===== src/emda_defs.vh =====
// constants for the memory debug access block
// assumes inclusion by the design files only
`ifndef EMDA_DEFS_VH
`define EMDA_DEFS_VH
// ----------------------------------------
// register byte addresses (wishbone)
// ----------------------------------------
`define EMDA_ADR_CMD      6'h00
`define EMDA_ADR_PTR      6'h04
`define EMDA_ADR_DATA     6'h08
`define EMDA_ADR_CHECK    6'h0c
`define EMDA_ADR_MODE     6'h10
// ----------------------------------------
// command register fields
// ----------------------------------------
`define EMDA_BIT_RD       0
`define EMDA_BIT_WR       1
`define EMDA_BIT_RRD      7
`define EMDA_CMD_RESET    8'h00
// ----------------------------------------
// memory word layout
// ----------------------------------------
`define EMDA_DW           16
`define EMDA_CW           6
`endif


===== src/emda_top.v =====
// memory debug access and ecc write path with wishbone slave
// assumes a single-port memory array answering in one cycle, synchronous inputs
// Functional notes
// - command register always readable; writes accepted only in special mode.
// - bit 7 set disables automatic single-bit repair on reads.
// - write command bit 1 stores debug data and check raw at pointer.
// - write command bit clears itself when the debug write finishes.
// - read command bit 0 starts raw read at pointer.
// - read done clears bit, loads raw data and raw check value.
// - writing zero to command bits changes nothing.
// - both commands set together: only write command set and performed.
// - setting a command is refused while one is still pending.
// - memory takes 1-4 byte writes; check values per aligned 16-bit word.
// - whole-word writes take two back-to-back access cycles, one per 16-bit half, with fresh check values.
`timescale 1ns/10ps
`include "emda_defs.vh"
module emda_top #(
  parameter AW = 12
) (
  input  wire                 clk_i,
  input  wire                 rst_i,
  input  wire                 special_mode_i,
  // register slave
  input  wire                 wb_cyc_i,
  input  wire                 wb_stb_i,
  input  wire                 wb_we_i,
  input  wire [5:0]           wb_adr_i,
  input  wire [3:0]           wb_sel_i,
  input  wire [31:0]          wb_dat_i,
  output reg  [31:0]          wb_dat_o,
  output reg                  wb_ack_o,
  // system bus write port, 32-bit aligned
  input  wire                 sys_wr_i,
  input  wire [AW-2:0]        sys_adr_i,
  input  wire [3:0]           sys_sel_i,
  input  wire [31:0]          sys_dat_i,
  output reg                  sys_busy_o,
  output reg                  sys_done_o,
  // memory array, one 16-bit word plus check
  output reg                  mem_en_o,
  output reg                  mem_we_o,
  output reg  [AW-1:0]        mem_adr_o,
  output reg  [`EMDA_DW-1:0]  mem_dat_o,
  output reg  [`EMDA_CW-1:0]  mem_chk_o,
  input  wire [`EMDA_DW-1:0]  mem_dat_i,
  input  wire [`EMDA_CW-1:0]  mem_chk_i,
  output reg                  read_repair_disable_o
);
  // ----------------------------------------
  // states
  // ----------------------------------------
  localparam [6:0] S_IDLE  = 7'h01;
  localparam [6:0] S_WLO   = 7'h02;
  localparam [6:0] S_WHI   = 7'h04;
  localparam [6:0] S_RMW_R = 7'h08;
  localparam [6:0] S_RMW_W = 7'h10;
  localparam [6:0] S_DRD   = 7'h20;
  localparam [6:0] S_DRD_C = 7'h40;

  // ----------------------------------------
  // widths
  // ----------------------------------------
  localparam BW = 8;
  localparam HW = `EMDA_DW / BW;

  reg  [6:0]          state;
  reg  [7:0]          ecc_debug_command;
  reg  [7:0]          next_cmd;
  reg  [AW-1:0]       debug_address_pointer;
  reg  [`EMDA_DW-1:0] debug_data_word;
  reg  [`EMDA_CW-1:0] debug_check_value;
  reg  [AW-2:0]       lat_adr;
  reg  [3:0]          lat_sel;
  reg  [31:0]         lat_dat;
  reg                 half;
  reg  [31:0]         next_wb_dat;
  wire [`EMDA_DW-1:0] merged;
  wire [`EMDA_CW-1:0] gen_chk;
  reg  [`EMDA_DW-1:0] gen_in;

  wire debug_write_cmd = ecc_debug_command[`EMDA_BIT_WR];
  wire debug_read_cmd  = ecc_debug_command[`EMDA_BIT_RD];

  // ----------------------------------------
  // register decode
  // ----------------------------------------
  wire hit_cmd   = (wb_adr_i == `EMDA_ADR_CMD);
  wire hit_ptr   = (wb_adr_i == `EMDA_ADR_PTR);
  wire hit_data  = (wb_adr_i == `EMDA_ADR_DATA);
  wire hit_check = (wb_adr_i == `EMDA_ADR_CHECK);
  wire wb_req    = wb_cyc_i & wb_stb_i & ~wb_ack_o;
  wire wb_wr     = wb_req & wb_we_i;
  // only byte lane 0 carries command bits
  wire cmd_wr    = wb_wr & hit_cmd & wb_sel_i[0] & special_mode_i;
  // a new command is accepted only when both bits are clear
  wire cmd_free  = ~debug_write_cmd & ~debug_read_cmd;

  // ----------------------------------------
  // halfword helpers
  // ----------------------------------------
  wire [1:0] lat_half_sel = half ? lat_sel[3:2] : lat_sel[1:0];
  wire [15:0] lat_half_dat = half ? lat_dat[31:16] : lat_dat[15:0];
  wire half_full  = &lat_half_sel;
  // upper halfword still owed after the current one
  wire hi_pending = ~half & (|lat_sel[3:2]);

  // old bytes kept where the lane is not enabled
  genvar b;
  generate
    for (b = 0; b < HW; b = b + 1) begin : gen_merge
      assign merged[BW*b +: BW] = lat_half_sel[b] ? lat_half_dat[BW*b +: BW] : mem_dat_i[BW*b +: BW];
    end
  endgenerate

  always @* begin
    gen_in = lat_half_dat;
    if (state == S_RMW_W)
      gen_in = merged;
  end

  // check value per aligned 16-bit word
  emda_check_gen u_gen (
    .data_i  (gen_in),
    .check_o (gen_chk)
  );

  // ----------------------------------------
  // register read mux
  // ----------------------------------------
  always @* begin
    case (wb_adr_i)
      `EMDA_ADR_CMD:   next_wb_dat = {24'h000000, ecc_debug_command};
      `EMDA_ADR_PTR:   next_wb_dat = {{(32-AW){1'b0}}, debug_address_pointer};
      `EMDA_ADR_DATA:  next_wb_dat = {16'h0000, debug_data_word};
      `EMDA_ADR_CHECK: next_wb_dat = {26'h0000000, debug_check_value};
      `EMDA_ADR_MODE:  next_wb_dat = {31'h00000000, special_mode_i};
      default:         next_wb_dat = 32'h0000_0000;
    endcase
  end

  // ----------------------------------------
  // wishbone register slave
  // ----------------------------------------
  // ack answers one cycle after the request; read data is registered too
  always @(posedge clk_i) begin
    if (rst_i) begin
      wb_ack_o <= 1'b0;
      wb_dat_o <= 32'h0000_0000;
    end else begin
      wb_ack_o <= wb_req;
      if (wb_req && !wb_we_i)
        wb_dat_o <= next_wb_dat;
    end
  end

  // ----------------------------------------
  // pointer and repair control
  // ----------------------------------------
  always @(posedge clk_i) begin
    if (rst_i) begin
      debug_address_pointer <= {AW{1'b0}};
      read_repair_disable_o <= 1'b0;
    end else begin
      if (wb_wr && hit_ptr)
        debug_address_pointer <= wb_dat_i[AW-1:0];
      if (cmd_wr)
        read_repair_disable_o <= wb_dat_i[`EMDA_BIT_RRD];
    end
  end

  // ----------------------------------------
  // command register next value
  // ----------------------------------------
  // zero bits leave pending work alone; write beats read
  always @* begin
    next_cmd = ecc_debug_command;
    if (cmd_wr)
      next_cmd[`EMDA_BIT_RRD] = wb_dat_i[`EMDA_BIT_RRD];
    if (cmd_wr && cmd_free) begin
      if (wb_dat_i[`EMDA_BIT_WR])
        next_cmd[`EMDA_BIT_WR] = 1'b1;
      else if (wb_dat_i[`EMDA_BIT_RD])
        next_cmd[`EMDA_BIT_RD] = 1'b1;
    end
  end

  // ----------------------------------------
  // access sequencer
  // ----------------------------------------
  // debug data regs written by software only while no debug read is pending
  always @(posedge clk_i) begin
    if (rst_i) begin
      state             <= S_IDLE;
      ecc_debug_command <= `EMDA_CMD_RESET;
      debug_data_word   <= {`EMDA_DW{1'b0}};
      debug_check_value <= {`EMDA_CW{1'b0}};
      lat_adr           <= {(AW-1){1'b0}};
      lat_sel           <= 4'h0;
      lat_dat           <= 32'h0000_0000;
      half              <= 1'b0;
      sys_busy_o        <= 1'b0;
      sys_done_o        <= 1'b0;
      mem_en_o          <= 1'b0;
      mem_we_o          <= 1'b0;
      mem_adr_o         <= {AW{1'b0}};
      mem_dat_o         <= {`EMDA_DW{1'b0}};
      mem_chk_o         <= {`EMDA_CW{1'b0}};
    end else begin
      // strobes are single-cycle pulses unless a state raises them
      mem_en_o   <= 1'b0;
      mem_we_o   <= 1'b0;
      sys_done_o <= 1'b0;
      // clears below only hit a set bit, which blocks any new set
      ecc_debug_command <= next_cmd;
      if (wb_wr && hit_data && !debug_read_cmd)
        debug_data_word <= wb_dat_i[`EMDA_DW-1:0];
      if (wb_wr && hit_check && !debug_read_cmd)
        debug_check_value <= wb_dat_i[`EMDA_CW-1:0];

      case (state)
        S_IDLE: begin
          if (debug_write_cmd) begin
            // raw store, no check regeneration
            mem_en_o   <= 1'b1;
            mem_we_o   <= 1'b1;
            mem_adr_o  <= debug_address_pointer;
            mem_dat_o  <= debug_data_word;
            mem_chk_o  <= debug_check_value;
            ecc_debug_command[`EMDA_BIT_WR] <= 1'b0;
          end else if (debug_read_cmd) begin
            mem_en_o  <= 1'b1;
            mem_adr_o <= debug_address_pointer;
            state     <= S_DRD;
          end else if (sys_wr_i && |sys_sel_i) begin
            // debug commands win over system writes
            lat_adr    <= sys_adr_i;
            lat_sel    <= sys_sel_i;
            lat_dat    <= sys_dat_i;
            half       <= ~|sys_sel_i[1:0];
            sys_busy_o <= 1'b1;
            state      <= S_WLO;
          end
        end
        S_WLO, S_WHI: begin
          mem_adr_o <= {lat_adr, half};
          if (half_full) begin
            // one cycle store with fresh check
            mem_en_o  <= 1'b1;
            mem_we_o  <= 1'b1;
            mem_dat_o <= lat_half_dat;
            mem_chk_o <= gen_chk;
            if (hi_pending)
              half <= 1'b1;
            else begin
              sys_busy_o <= 1'b0;
              sys_done_o <= 1'b1;
              state      <= S_IDLE;
            end
          end else begin
            // partial word needs old contents first
            mem_en_o <= 1'b1;
            state    <= S_RMW_R;
          end
        end
        S_RMW_R: begin
          // array answers one cycle after enable
          state <= S_RMW_W;
        end
        S_RMW_W: begin
          mem_en_o  <= 1'b1;
          mem_we_o  <= 1'b1;
          mem_dat_o <= merged;
          mem_chk_o <= gen_chk;
          if (hi_pending) begin
            half  <= 1'b1;
            state <= S_WHI;
          end else begin
            sys_busy_o <= 1'b0;
            sys_done_o <= 1'b1;
            state      <= S_IDLE;
          end
        end
        S_DRD: begin
          state <= S_DRD_C;
        end
        S_DRD_C: begin
          // uncorrected data, raw check
          debug_data_word   <= mem_dat_i;
          debug_check_value <= mem_chk_i;
          ecc_debug_command[`EMDA_BIT_RD] <= 1'b0;
          state <= S_IDLE;
        end
        default: begin
          state <= S_IDLE;
        end
      endcase
    end
  end
endmodule // emda_top


===== src/emda_check_gen.v =====
// check value generator for one 16-bit data word
// assumes a combinational use inside the debug access top
`timescale 1ns/10ps
`include "emda_defs.vh"
module emda_check_gen (
  input  wire [`EMDA_DW-1:0] data_i,
  output wire [`EMDA_CW-1:0] check_o
);
  // ----------------------------------------
  // hamming style parity, plus overall parity
  // ----------------------------------------
  // simple secded code; bit masks chosen per check bit
  wire [`EMDA_DW-1:0] mask [0:`EMDA_CW-2];
  assign mask[0] = 16'had5b;
  assign mask[1] = 16'h366d;
  assign mask[2] = 16'hc78e;
  assign mask[3] = 16'h07f0;
  assign mask[4] = 16'hf800;
  genvar g;
  generate
    for (g = 0; g < `EMDA_CW-1; g = g + 1) begin : gen_par
      assign check_o[g] = ^(data_i & mask[g]);
    end
  endgenerate
  assign check_o[`EMDA_CW-1] = ^{data_i, check_o[`EMDA_CW-2:0]};
endmodule // emda_check_gen


===== config.mk =====
export PLATFORM = sky130hd
export DESIGN_NAME = emda_top
export DESIGN_NICKNAME = d
export VERILOG_FILES = /design/src/emda_top.v /design/src/emda_check_gen.v
export VERILOG_INCLUDE_DIRS = /design/src
export SDC_FILE = /design/constraint.sdc
export NUM_CORES = 1
export LEC_CHECK = 0
export ABC_AREA = 0
export BUFFER_PORTS_ARGS = -buffer_cell sky130_fd_sc_hd__buf_2
export CAP_MARGIN = 20
export CORE_MARGIN = 2
export CORE_UTILIZATION = 54
export DETAILED_ROUTE_END_ITERATION = 10
export PLACE_DENSITY = 0.8
export SLEW_MARGIN = 5
export SYNTH_ARGS = -nofsm -noshare
export SYNTH_HDL_FRONTEND = slang
export SYNTH_SLANG_ARGS = --single-unit

===== constraint.sdc =====
create_clock -name clk_i -period 2.7 [get_ports clk_i]
set_clock_uncertainty 0.2 [all_clocks]
set_input_delay 0.405 -clock clk_i [delete_from_list [all_inputs] [get_ports clk_i]]
set_output_delay 0.405 -clock clk_i [all_outputs]
set_load 0.01 [all_outputs]

Word level (Yosys, flattened, before mapping)
Cells that the tools add are included.

word-level totals
  flip-flop bits (word level) = 163

operators by class
  equal/unequal tests = 19
  bitwise logic cells = 13
  multiplexer cells = 53
  reductions and logical operators = 35

operator list
  kind                                            number
  2-to-1 mux 16 bit                               6
  case mux 16 bit (5 select lines)                1
  XOR reduction 16 bit                            5
  case mux 16 bit (3 select lines)                1
  2-to-1 mux 7 bit                                5
  case mux 7 bit (5 select lines)                 1
  2-to-1 mux 12 bit                               2
  2-to-1 mux 6 bit                                4
  case mux 12 bit (2 select lines)                1
  2-to-1 mux 1 bit                                21
  XOR reduction 21 bit                            1
  case mux 6 bit (3 select lines)                 1
  2-to-1 mux 8 bit                                2
  == test 6 x 4 -> 1 bit (second input constant)  2
  inequality test 2 bit (second input constant)   5
  inequality test 3 bit (second input constant)   3
  case mux 1 bit (3 select lines)                 3
  AND reduction 3 bit                             3
  AND 1 bit                                       8
  logical AND 1 bit                               8
  OR reduction 2 bit                              4
  == test 7 x 1 -> 1 bit (second input constant)  1
  == test 7 x 2 -> 1 bit (second input constant)  1
  == test 7 x 3 -> 1 bit (second input constant)  1
  19 further kinds                                30

Longest topological paths before layout
Gate-level depths: netlist (run 1).

  word-level depth = 10
  mapped depth = 10

By module
Synthesis (run 1) repeated with hierarchy kept, for this count alone.

second synthesis, totals
  cells, all modules = 855
  area, all modules = 7394.6 um2

by module, submodules not included
  module          cells each  area each (um2)  instances
  emda_top        828         7101.8           1
  emda_check_gen  27          292.8            1

Worst setup path after synthesis (run 1)
No wires, ideal clock.

  path type = input-to-reg
  from = input port wb_adr_i[5]
  to = register debug_data_word[15]
  library setup time = 0.136 ns
  arrival time = 2.178 ns
  required time = 2.364 ns
  slack = 0.187 ns
  stages on the path = 6
  path buffers = 1
  path through = or3_1 or4_4 nor4_4 buf_6 mux2i_1 a211oi_2

between the ends
  longest elaborated chain between the ends = 4

RTL lines
  item                             line            RTL
  start, declared                  emda_top.v:27   input wire [5:0] wb_adr_i,
  == test 6 x 4 -> 1 bit           -
  logical AND 1 bit (2 in series)  emda_top.v:215  if (wb_wr && hit_data && !debug_read_cmd)
  nonzero test 2 bit (no line)     -
  end signal, assigned             emda_top.v:195  debug_data_word <= {`EMDA_DW{1'b0}};
  end signal, assigned             emda_top.v:216  debug_data_word <= wb_dat_i[`EMDA_DW-1:0];
  end signal, assigned             emda_top.v:288  debug_data_word <= mem_dat_i;
  end, declared                    emda_top.v:70   reg [`EMDA_DW-1:0] debug_data_word;

No other way between the ends.
A chain may end at the register's enable or synchronous reset.

Final worst setup path (run 1)
  from = register state[5]
  to = register mem_chk_o[5]

between the ends
  longest elaborated chain between the ends = 6
  elaborated cells between the ends (all ways) = 18

RTL lines
  item                             line                            RTL
  start, declared                  emda_top.v:66                   reg [6:0] state;
  start signal, assigned           emda_top.v:193                  state <= S_IDLE;
  start signal, assigned           emda_top.v:233                  state <= S_DRD;
  start signal, assigned           emda_top.v:241                  state <= S_WLO;
  == test 7 x 5 -> 1 bit           emda_top.v:117, emda_top.v:220
  2-to-1 mux 16 bit                emda_top.v:117                  if (state == S_RMW_W)
  XOR reduction 16 bit             emda_check_gen.v:22             assign check_o[g] = ^(data_i & mask[g]);
  XOR reduction 21 bit             emda_check_gen.v:25             assign check_o[`EMDA_CW-1] = ^{data_i, check_o[`EMDA_CW-2:0]};
  2-to-1 mux 6 bit                 emda_top.v:246                  if (half_full) begin
  case mux 6 bit (3 select lines)  emda_top.v:220                  case (state)
  end signal, assigned             emda_top.v:228                  mem_chk_o <= debug_check_value;
  end signal, assigned             emda_top.v:251                  mem_chk_o <= gen_chk;
  end signal, assigned             emda_top.v:273                  mem_chk_o <= gen_chk;
  end, declared                    emda_top.v:44                   output reg [`EMDA_CW-1:0] mem_chk_o,

Parallel ways exist; a longest one is shown, timed or not. The select of a mux whose other input is x is not followed.

==> results.md, run 1 <==
- The worst setup slack after layout is 0.139 ns.
- In this run the number of H-tree levels came out at 4.
- The area fraction of the dominant cell type after synthesis is 0.376.
- The floorplan step set the die height to 124 microns.
- Max-cap violations in this run came to 0.
- The final design utilization is 0.672.
- The origin of the worst setup path is state[5].
- The data required time at the worst endpoint is 2.83 ns.
- 0 antenna diodes ended up in the layout.
- Timing analysis after detailed placement gives a worst setup slack of -0.0551 ns.
- Sorting the synthesized cells by area gives the leading types as sky130_fd_sc_hd__dfxtp_1 38%, sky130_fd_sc_hd__mux2i_1 12%, sky130_fd_sc_hd__nand2_1 7.1%, sky130_fd_sc_hd__nor2_1 6.1%, sky130_fd_sc_hd__a21oi_1 4.7%.
- At the pin with the least slew margin, the transition time is 0.715 ns.
- For this run, design rule violations remaining after detail routing come to 0.
- The count of pins over their slew limit is 0.
- The pre-antenna-repair detailed-routing pass consisted of 5 iterations.
- The primary flip-flop cell chosen by synthesis mapping is sky130_fd_sc_hd__dfxtp_1.
- The achievable clock frequency is 0.390 GHz.
- The initial standard-cell utilization of the core is 0.545.
- In the global route stage, met2 resource usage came out at 0.449.
- The mapped netlist covers 7830 sq um.
- The met1 global-route usage is 0.392.
- The worst hold path depth is 3.
- The number of buffers on the longest clock path is 2.
- During I/O placement, the number of pins put on the boundary was 190.
- Counting instances in the post-synthesis netlist gives the leading cell types as 149 x sky130_fd_sc_hd__nand2_1, 147 x sky130_fd_sc_hd__dfxtp_1, 127 x sky130_fd_sc_hd__nor2_1.
- The total overflow left after global routing is 0.
- The destination of the worst hold path is lat_adr[9].
- In the synthesized netlist the async set-or-reset flop fraction comes to 0.
- The CTS tree is done.
- The kind of start point of the critical path is a flip-flop.
- The number of vias in the routed layout is 7292.
- The floorplan has 44 rows.
- The initial antenna violation count is 0.
- The average detailed-routed wire length per instance is 17.4 microns.
- The cell count after synthesis came out at 917.
- After detailed routing, the number of vias per cell comes to 5.69.
- The number of global-route vias before repair is 6765.
- The reg-to-reg setup timing slack is 0.14 ns.
- The number of clock sinks is 147.
- Setup repair after global routing left no endpoint under its margin.
- The count of state elements after synthesis is 147.
- The maximum ir drop on the vdd rail is 490 uV.
- The cell with the most instances after synthesis is sky130_fd_sc_hd__nand2_1.
- The final hold violation count is 0.
- The number of buffers created by CTS is 17.
- The largest net degree at the start of global routing is 54.
- The startpoint of the worst hold path is sys_adr_i[9].
- The minimum clock period after layout is 2.56 ns.
- The number of different library cells used by synthesis comes to 60.
- The Yosys step of the flow raised 0 warnings.
- Clock tree synthesis selected as its root buffer the cell sky130_fd_sc_hd__clkbuf_16.
- In the global route stage, met3 resource usage came out at 0.0597.
- The number of DRC markers after the initial detailed-route iteration is 701.
- STA classifies the critical path endpoint as a flip-flop.
- Summed over all instances, the cell type with the most area after synthesis is sky130_fd_sc_hd__dfxtp_1.
- The die boundary width is 124 microns.
- In this run the critical register-to-register path is captured at mem_chk_o[5].
- The path class of the tightest hold or removal check is input pin to flip-flop.
- Of the cells placed in the final design, the portion with a size suffix greater than 1 is 0.260.
- The number of buffers added on ports is 154.
- The logic depth of the worst register-to-register path is 7.
- Measured against its own limit, the worst slew margin works out to 0.517.
- The synthesized design contains 0 enable-type register cells.
- For this run, the post-layout net count is 1203.
- The design draws 0.00651 W.
- The flow ran to the end, and the final reports show no timing, DRC or antenna violations.
- Once detail routing completed, the nets flagged for antenna violations numbered 0.
- Of the available clock period, the critical path in the final layout requires 0.949.
- The average size of a mapped cell is 8.54 sq um.
- The share of the Yosys chip area taken by registers is 0.376.
- In the global route stage, overall resource usage came out at 0.285.
- In this run the static leakage power is 3.86 nW.
- The signed area change from the synthesized netlist to the final layout is 23.3%.
- Dividing total power by cell area gives a power density of 674 nW/um^2.
- The total wire length is 22.3 mm.
- Setup violations remaining at the end of the flow were counted as 0.
- The last weighted congestion value of the routability-driven placer is 0.940.
- The floorplan step defined a die boundary enclosing 15500 sq um.
- The clock slew seen by the registers of the worst setup and hold paths is 0.06 ns.
- The worst register-to-register path begins at state[5].
- At the worst endpoint, the arrival time is 2.69 ns.
- The later pin in the worst-skew pair is clocked with a latency of 0.43 ns.
- The global-route wire length before repair is 35.2 mm.
- The layer flagged by global routing as most heavily used is met2.
- The highest fanout seen on the critical path is 10.
- The core region is 14400 sq um.
- Detailed placement finished with a half-perimeter wire length of 16.8 mm.
- The worst setup path is of the flip-flop to flip-flop kind.
## critical path, cell delays in order, from the launching register on
cell and delay, ns:
sky130_fd_sc_hd__dfxtp_1 0.39, sky130_fd_sc_hd__nor3_4 0.32, sky130_fd_sc_hd__nand4b_4 0.22, sky130_fd_sc_hd__buf_4 0.24
sky130_fd_sc_hd__o21ai_2 0.29, sky130_fd_sc_hd__xnor3_1 0.42, sky130_fd_sc_hd__nand2b_1 0.17, sky130_fd_sc_hd__o311ai_1 0.21
## state kept, by name (all words and copies together), names as in the netlist
signal / cells
debug_data_word: 16
mem_dat_o: 16
lat_dat: 32
debug_address_pointer: 12
wb_ack_o: 1
debug_check_value: 6
lat_sel: 4
mem_chk_o: 6
ecc_debug_command: 3
half: 1
sys_done_o: 1
mem_adr_o: 12
state: 7
wb_dat_o: 16
mem_we_o: 1
mem_en_o: 1
lat_adr: 11
sys_busy_o: 1
## final cells by class
cell class                 count  area, sq um
fill                        1172         4710
multi-input combinational    695         4500
sequential                   147         2960
timing repair buffer         219         1380
clock buffer                  19          453
tap                          184          230
clock inverter                12          118
inverter                       5         18.8
## placed cells by master (no fill, tap or decap), types with 6 or more instances in the layout
cell	instances
sky130_fd_sc_hd__buf_2	153
sky130_fd_sc_hd__nand2_1	149
sky130_fd_sc_hd__dfxtp_1	142
sky130_fd_sc_hd__nor2_1	126
sky130_fd_sc_hd__mux2i_1	92
sky130_fd_sc_hd__a21oi_1	73
sky130_fd_sc_hd__buf_4	56
sky130_fd_sc_hd__a211oi_1	34
sky130_fd_sc_hd__xnor2_1	32
sky130_fd_sc_hd__xor2_1	24
sky130_fd_sc_hd__a311oi_1	19
sky130_fd_sc_hd__clkbuf_16	17
sky130_fd_sc_hd__conb_1	16
sky130_fd_sc_hd__a221oi_1	15
sky130_fd_sc_hd__nand3_1	10
sky130_fd_sc_hd__a22oi_1	10
sky130_fd_sc_hd__buf_12	9
sky130_fd_sc_hd__o211ai_1	8
sky130_fd_sc_hd__inv_6	7
sky130_fd_sc_hd__nor3_1	6
## report_power, final
part | switching [W] | internal (W) | total [W]
Sequential | 0.000156 | 0.00231 | 0.00246
Combinational | 0.000922 | 0.000842 | 0.00176
Clock | 0.000955 | 0.00133 | 0.00228
Total | 0.00203 | 0.00448 | 0.00651
## per-stage QoR
stage / std cells / hold slack [ns] / setup TNS (ns) / cell area, sq um
after floorplan: 932 / 0.237 / 0 / 7890
after detailed placement: 1246 / 0.247 / -0.0551 / 9020
after global routing: 1281 / 0.00219 / 0 / 9660
after global placement: 1246 / 0.244 / 0 / 9020
final: 1281 / 0.0135 / 0 / 9660
after CTS: 1277 / 0.00260 / 0 / 9590
## cells by family after synthesis
logic type             synth area share
other                          0.000479
buffers and inverters            0.0586
flip-flops                        0.376
AND/OR/NAND/NOR                   0.180
AO/OA/AOI/OAI                     0.158
multiplexers                      0.150
XOR/XNOR                         0.0764
## metal layers
layer / share of wire / vias to the layer above
met5: 0 / -
met2: 0.46 / 313
met1: 0.44 / 3410
met3: 0.075 / 36
li1: - / 3533
met4: 0.021 / 0
## worst max path at each step
| stage | endpoint | slack, ns | cells past startpoint |
|---|---|---|---|
| floorplan | debug_data_word[15] | 0.19 | 6 |
| global placement | mem_chk_o[5] | 0.009 | 8 |
| detailed placement | mem_chk_o[5] | -0.06 | 8 |
| CTS | mem_chk_o[5] | 0.0009 | 9 |
| global route | mem_chk_o[5] | 0.008 | 7 |
| finish | mem_chk_o[5] | 0.14 | 7 |
## what timing repair did
action                                 CTS  global route
gates resized for setup                  2             7
endpoints found under the hold margin    0             1
pin swaps                                0             1
setup buffers                            0             2
hold buffers                             0             1
setup endpoints to repair                3             6
No activity file was read; power rests on OpenSTA's default activity.
==> run 2: changes to the inputs <==
--- a/config.mk
+++ b/config.mk
@@ -8,10 +8,10 @@
 export LEC_CHECK = 0
 export ABC_AREA = 0
 export BUFFER_PORTS_ARGS = -buffer_cell sky130_fd_sc_hd__buf_2
-export CAP_MARGIN = 20
 export CORE_MARGIN = 2
 export CORE_UTILIZATION = 54
 export DETAILED_ROUTE_END_ITERATION = 10
+export GPL_TIMING_DRIVEN = 0
 export PLACE_DENSITY = 0.8
 export SLEW_MARGIN = 5
 export SYNTH_ARGS = -nofsm -noshare
==> results.md, run 2 (synthesized netlist as in run 1, its figures left out) <==
- The proportion of power drawn by combinational gates came to 0.285 (was 0.271).
- The number of vias in the routed layout came to 7586 (was 7292).
- The worst hold path depth was 3 (unchanged).
- The residual antenna-violating net count after detailed routing is 0 (unchanged).
- The buffer type at the clock tree root is sky130_fd_sc_hd__clkbuf_16 (unchanged).
- The maximum ir drop on the vdd rail is 515 uV (was 490 uV).
- The fraction of layout cells with a size suffix above 1 is 0.266 (was 0.260).
- The smallest hold slack was 0.00797 ns (was 0.0135 ns).
- The library cell contributing the largest single delay on the critical path is sky130_fd_sc_hd__a221oi_1 (was sky130_fd_sc_hd__xnor3_1).
- The area of all placed cells without fillers came to 9890 sq um (was 9660 sq um).
- The total wire length is 25.5 mm (was 22.3 mm).
- The reg-to-reg setup timing slack is 0.03 ns (was 0.14 ns).
- The fraction of the cycle the final worst path needs was 0.988 (was 0.949).
- The initial antenna violation count was 0 (unchanged).
- The initial standard-cell utilization of the core is 0.545 (unchanged).
- The final hold violation count is 0 (unchanged).
- The largest net degree at the start of global routing was 17 (was 54).
- The highest fanout seen on the critical path is 10 (unchanged).
- The power per cell area came to 704 nW/um^2 (was 674 nW/um^2).
- The number of DRC markers after the initial detailed-route iteration is 747 (was 701).
- The DRC violation count after routing was 0 (unchanged).
- The number of ports placed on the die boundary is 190 (unchanged).
- The core area came to 14400 sq um (unchanged).
- The detailed-routing iteration count for the pre-antenna-repair pass is 7 (was 5).
- The delay of the slowest cell on the worst path is 0.54 ns (was 0.42 ns).
- The logic depth of the worst register-to-register path came to 7 (unchanged).
- The category of the worst setup path capture point is a flip-flop (unchanged).
- The clock insertion delay at the later pin of the skew report is 0.43 ns (about the same).
- The final design utilization was 0.688 (was 0.672).
- The clock group share of total power was 0.364 (was 0.351).
- The destination of the worst hold path is lat_adr[7] (was lat_adr[9]).
- The antenna cell count is 0 (unchanged).
- The data arrival time at the worst-slack endpoint was 2.76 ns (was 2.69 ns).
- The number of buffers added on ports is 151 (was 154).
- The quantity of hold-fixing buffers added after cts is 0 (unchanged).
- The sum of buffers and inverters on the critical path is 2 (was 1).
- Cell Chain, Critical Path: nor3_4 -> and4b_1 -> clkbuf_1 -> nor2_1 -> clkbuf_1 -> a221oi_1 -> a211oi_1 (was nor3_4 -> nand4b_4 -> buf_4 -> o21ai_2 -> xnor3_1 -> nand2b_1 -> o311ai_1).
- The total power after layout was 0.00696 W (was 0.00651 W).
- The die boundary width is 124 microns (unchanged).
- The standard cell area after detailed placement came to 8870 sq um (was 9020 sq um).
- The average vias per placed instance came to 5.80 (was 5.69).
- The classification of the worst setup path is flip-flop to flip-flop (unchanged).
- The startpoint of the worst hold path was sys_adr_i[7] (was sys_adr_i[9]).
- The signed area change from the synthesized netlist to the final layout is 26.3% (was 23.3%).
- The final setup violation count is 0 (unchanged).
- The cell internal power dissipation is 0.00477 W (was 0.00448 W).
- Run status: finished clean (unchanged).
- The count of pins over their slew limit was 0 (unchanged).
- The data required time at the worst endpoint is 2.79 ns (was 2.83 ns).
- The number of filler instances in the final layout is 1168 (was 1172).
- The leakage power was 3.89 nW (was 3.86 nW).
- The number of cells in the finished layout apart from fillers came to 1309 (was 1281).
- The share of total power consumed by net switching is 0.315 (was 0.312).
- The floorplan die area is 15500 sq um (unchanged).
- The post-DP HPWL came to 18.9 mm (was 16.8 mm).
- The minimum clock period after layout is 2.67 ns (was 2.56 ns).
- The overall track demand over capacity in global routing is 0.313 (was 0.285).
- The achievable clock frequency is 0.375 GHz (was 0.390 GHz).
- The most flop-heavy register is lat_dat (unchanged).
- The kind of start point of the critical path is a flip-flop (unchanged).
- The number of clock sinks came to 147 (unchanged).
- The actual transition at the worst max-transition pin is 0.814 ns (was 0.715 ns).
- The number of buffers created by CTS is 17 (unchanged).
- The number of flip-flops in the largest register was 32 (unchanged).
- The switching power summed over all nets was 0.00219 W (was 0.00203 W).
- The overall die height came to 124 microns (unchanged).
- The global-route wire length before repair is 37.8 mm (was 35.2 mm).
- The most frequent standard cell in the layout excluding fill and tap cells was sky130_fd_sc_hd__buf_2 (unchanged).
- Counting stages on the worst path, the most repeated cell is sky130_fd_sc_hd__clkbuf_1.
- Unrepaired setup endpoints after global routing: true (was false).
- The number of placement rows was 44 (unchanged).
- The post-layout net count is 1230 (was 1203).
- The number of buffers on the longest clock path is 2 (unchanged).
- The max capacitance violation total was 0 (unchanged).
- The total instance count after detailed placement is 1267 (was 1246).
- The clock slew seen by the registers of the worst setup and hold paths is 0.06 ns (about the same).
- The total congestion overflow is 0 (unchanged).
- The number of H-tree levels is 4 (unchanged).
- The number of global-route vias before repair is 6921 (was 6765).
- The max-slew headroom at the worst pin is 0.458 (was 0.517).
- The part of the power in registers was 0.351 (was 0.378).
- The average detailed-routed wire length per instance is 19.5 microns (was 17.4 microns).
- The CTS tree is done (unchanged).
- The last weighted congestion value of the routability-driven placer was 0.985 (was 0.940).
- The destination of the worst register-to-register timing path is mem_dat_o[5] (was mem_chk_o[5]).
- The launching point of the worst reg2reg path is state[0] (was state[5]).
- The cell class contributing the biggest share of worst-path delay is simple AND/OR/NAND/NOR gates (unchanged).
- Commonest cells after routing, fill and taps aside: 156 x sky130_fd_sc_hd__buf_2, 149 x sky130_fd_sc_hd__nand2_1, 145 x sky130_fd_sc_hd__dfxtp_1, 125 x sky130_fd_sc_hd__nor2_1, 73 x sky130_fd_sc_hd__a21oi_1 (was 153 x sky130_fd_sc_hd__buf_2, 149 x sky130_fd_sc_hd__nand2_1, 142 x sky130_fd_sc_hd__dfxtp_1, 126 x sky130_fd_sc_hd__nor2_1, 92 x sky130_fd_sc_hd__mux2i_1).
- The worst min-delay path category is input pin to flip-flop (unchanged).
## run 2: how the worst max path moves through the flow
| stage | from | endpoint | slack, ns | cells after the start |
|---|---|---|---|---|
| 6_report | state[0] | mem_dat_o[5] | 0.03 | 7 |
| 5_1_grt | state[1] | lat_sel[3] | -0.05 | 6 |
| 4_1_cts | lat_sel[1] | mem_chk_o[5] | 0.0005 | 9 |
| 3_5_place_dp | sys_sel_i[1] | lat_sel[3] | -0.25 | 8 |
| 3_3_place_gp | sys_sel_i[1] | lat_sel[3] | -0.24 | 8 |
| 2_1_floorplan | wb_adr_i[5] | debug_data_word[15] | 0.19 | 6 |
## run 2: through the flow
step	setup WS, ns	TNS (ns)
final	0.0324	0
after global routing	-0.0492	-0.118
after CTS	0.000542	0
after detailed placement	-0.245	-6.83
after global placement	-0.235	-4.28
after floorplan	0.187	0
## run 2: worst reg2reg max path: stages (launching register included)
cell and delay (ns):
sky130_fd_sc_hd__dfxtp_2 0.36, sky130_fd_sc_hd__nor3_4 0.31, sky130_fd_sc_hd__and4b_1 0.25, sky130_fd_sc_hd__clkbuf_1 0.25
sky130_fd_sc_hd__nor2_1 0.20, sky130_fd_sc_hd__clkbuf_1 0.27, sky130_fd_sc_hd__a221oi_1 0.54, sky130_fd_sc_hd__a211oi_1 0.15
## run 2: metal layers
layer | wire [microns] | GRT usage | part of all wire
met1 | 10400 | 0.410 | 0.41
met3 | 2480 | 0.0640 | 0.097
met5 | 0 | 0 | 0
met4 | 905 | 0.141 | 0.036
met2 | 11700 | 0.501 | 0.46
## run 2: timing repair
action	CTS	global route
endpoints found under the setup margin	28	52
pin swaps	1	4
buffers inserted	1	11
resized for setup	15	59
## run 2: final cells by class
type	instances	area (sq um)	area share
clock buffers	18	429	0.0434
repair buffers	163	846	0.0855
multi-input cells	695	4740	0.479
well taps	184	230	0.0233
inverters	5	18.8	0.00190
flip-flops and latches	147	2950	0.298
plain buffers	83	479	0.0484
clock inverters	14	203	0.0205
## run 2: power by group through the flow
stage	logic, W	clock network (W)	registers, W
finish	0.00198	0.00253	0.00245
global route	0.00210	0.00264	0.00246
CTS	0.00172	0.00254	0.00243
detailed placement	0.00168	0	0.00248
global placement	0.00166	0	0.00247
floorplan	0.00120	0	0.00247
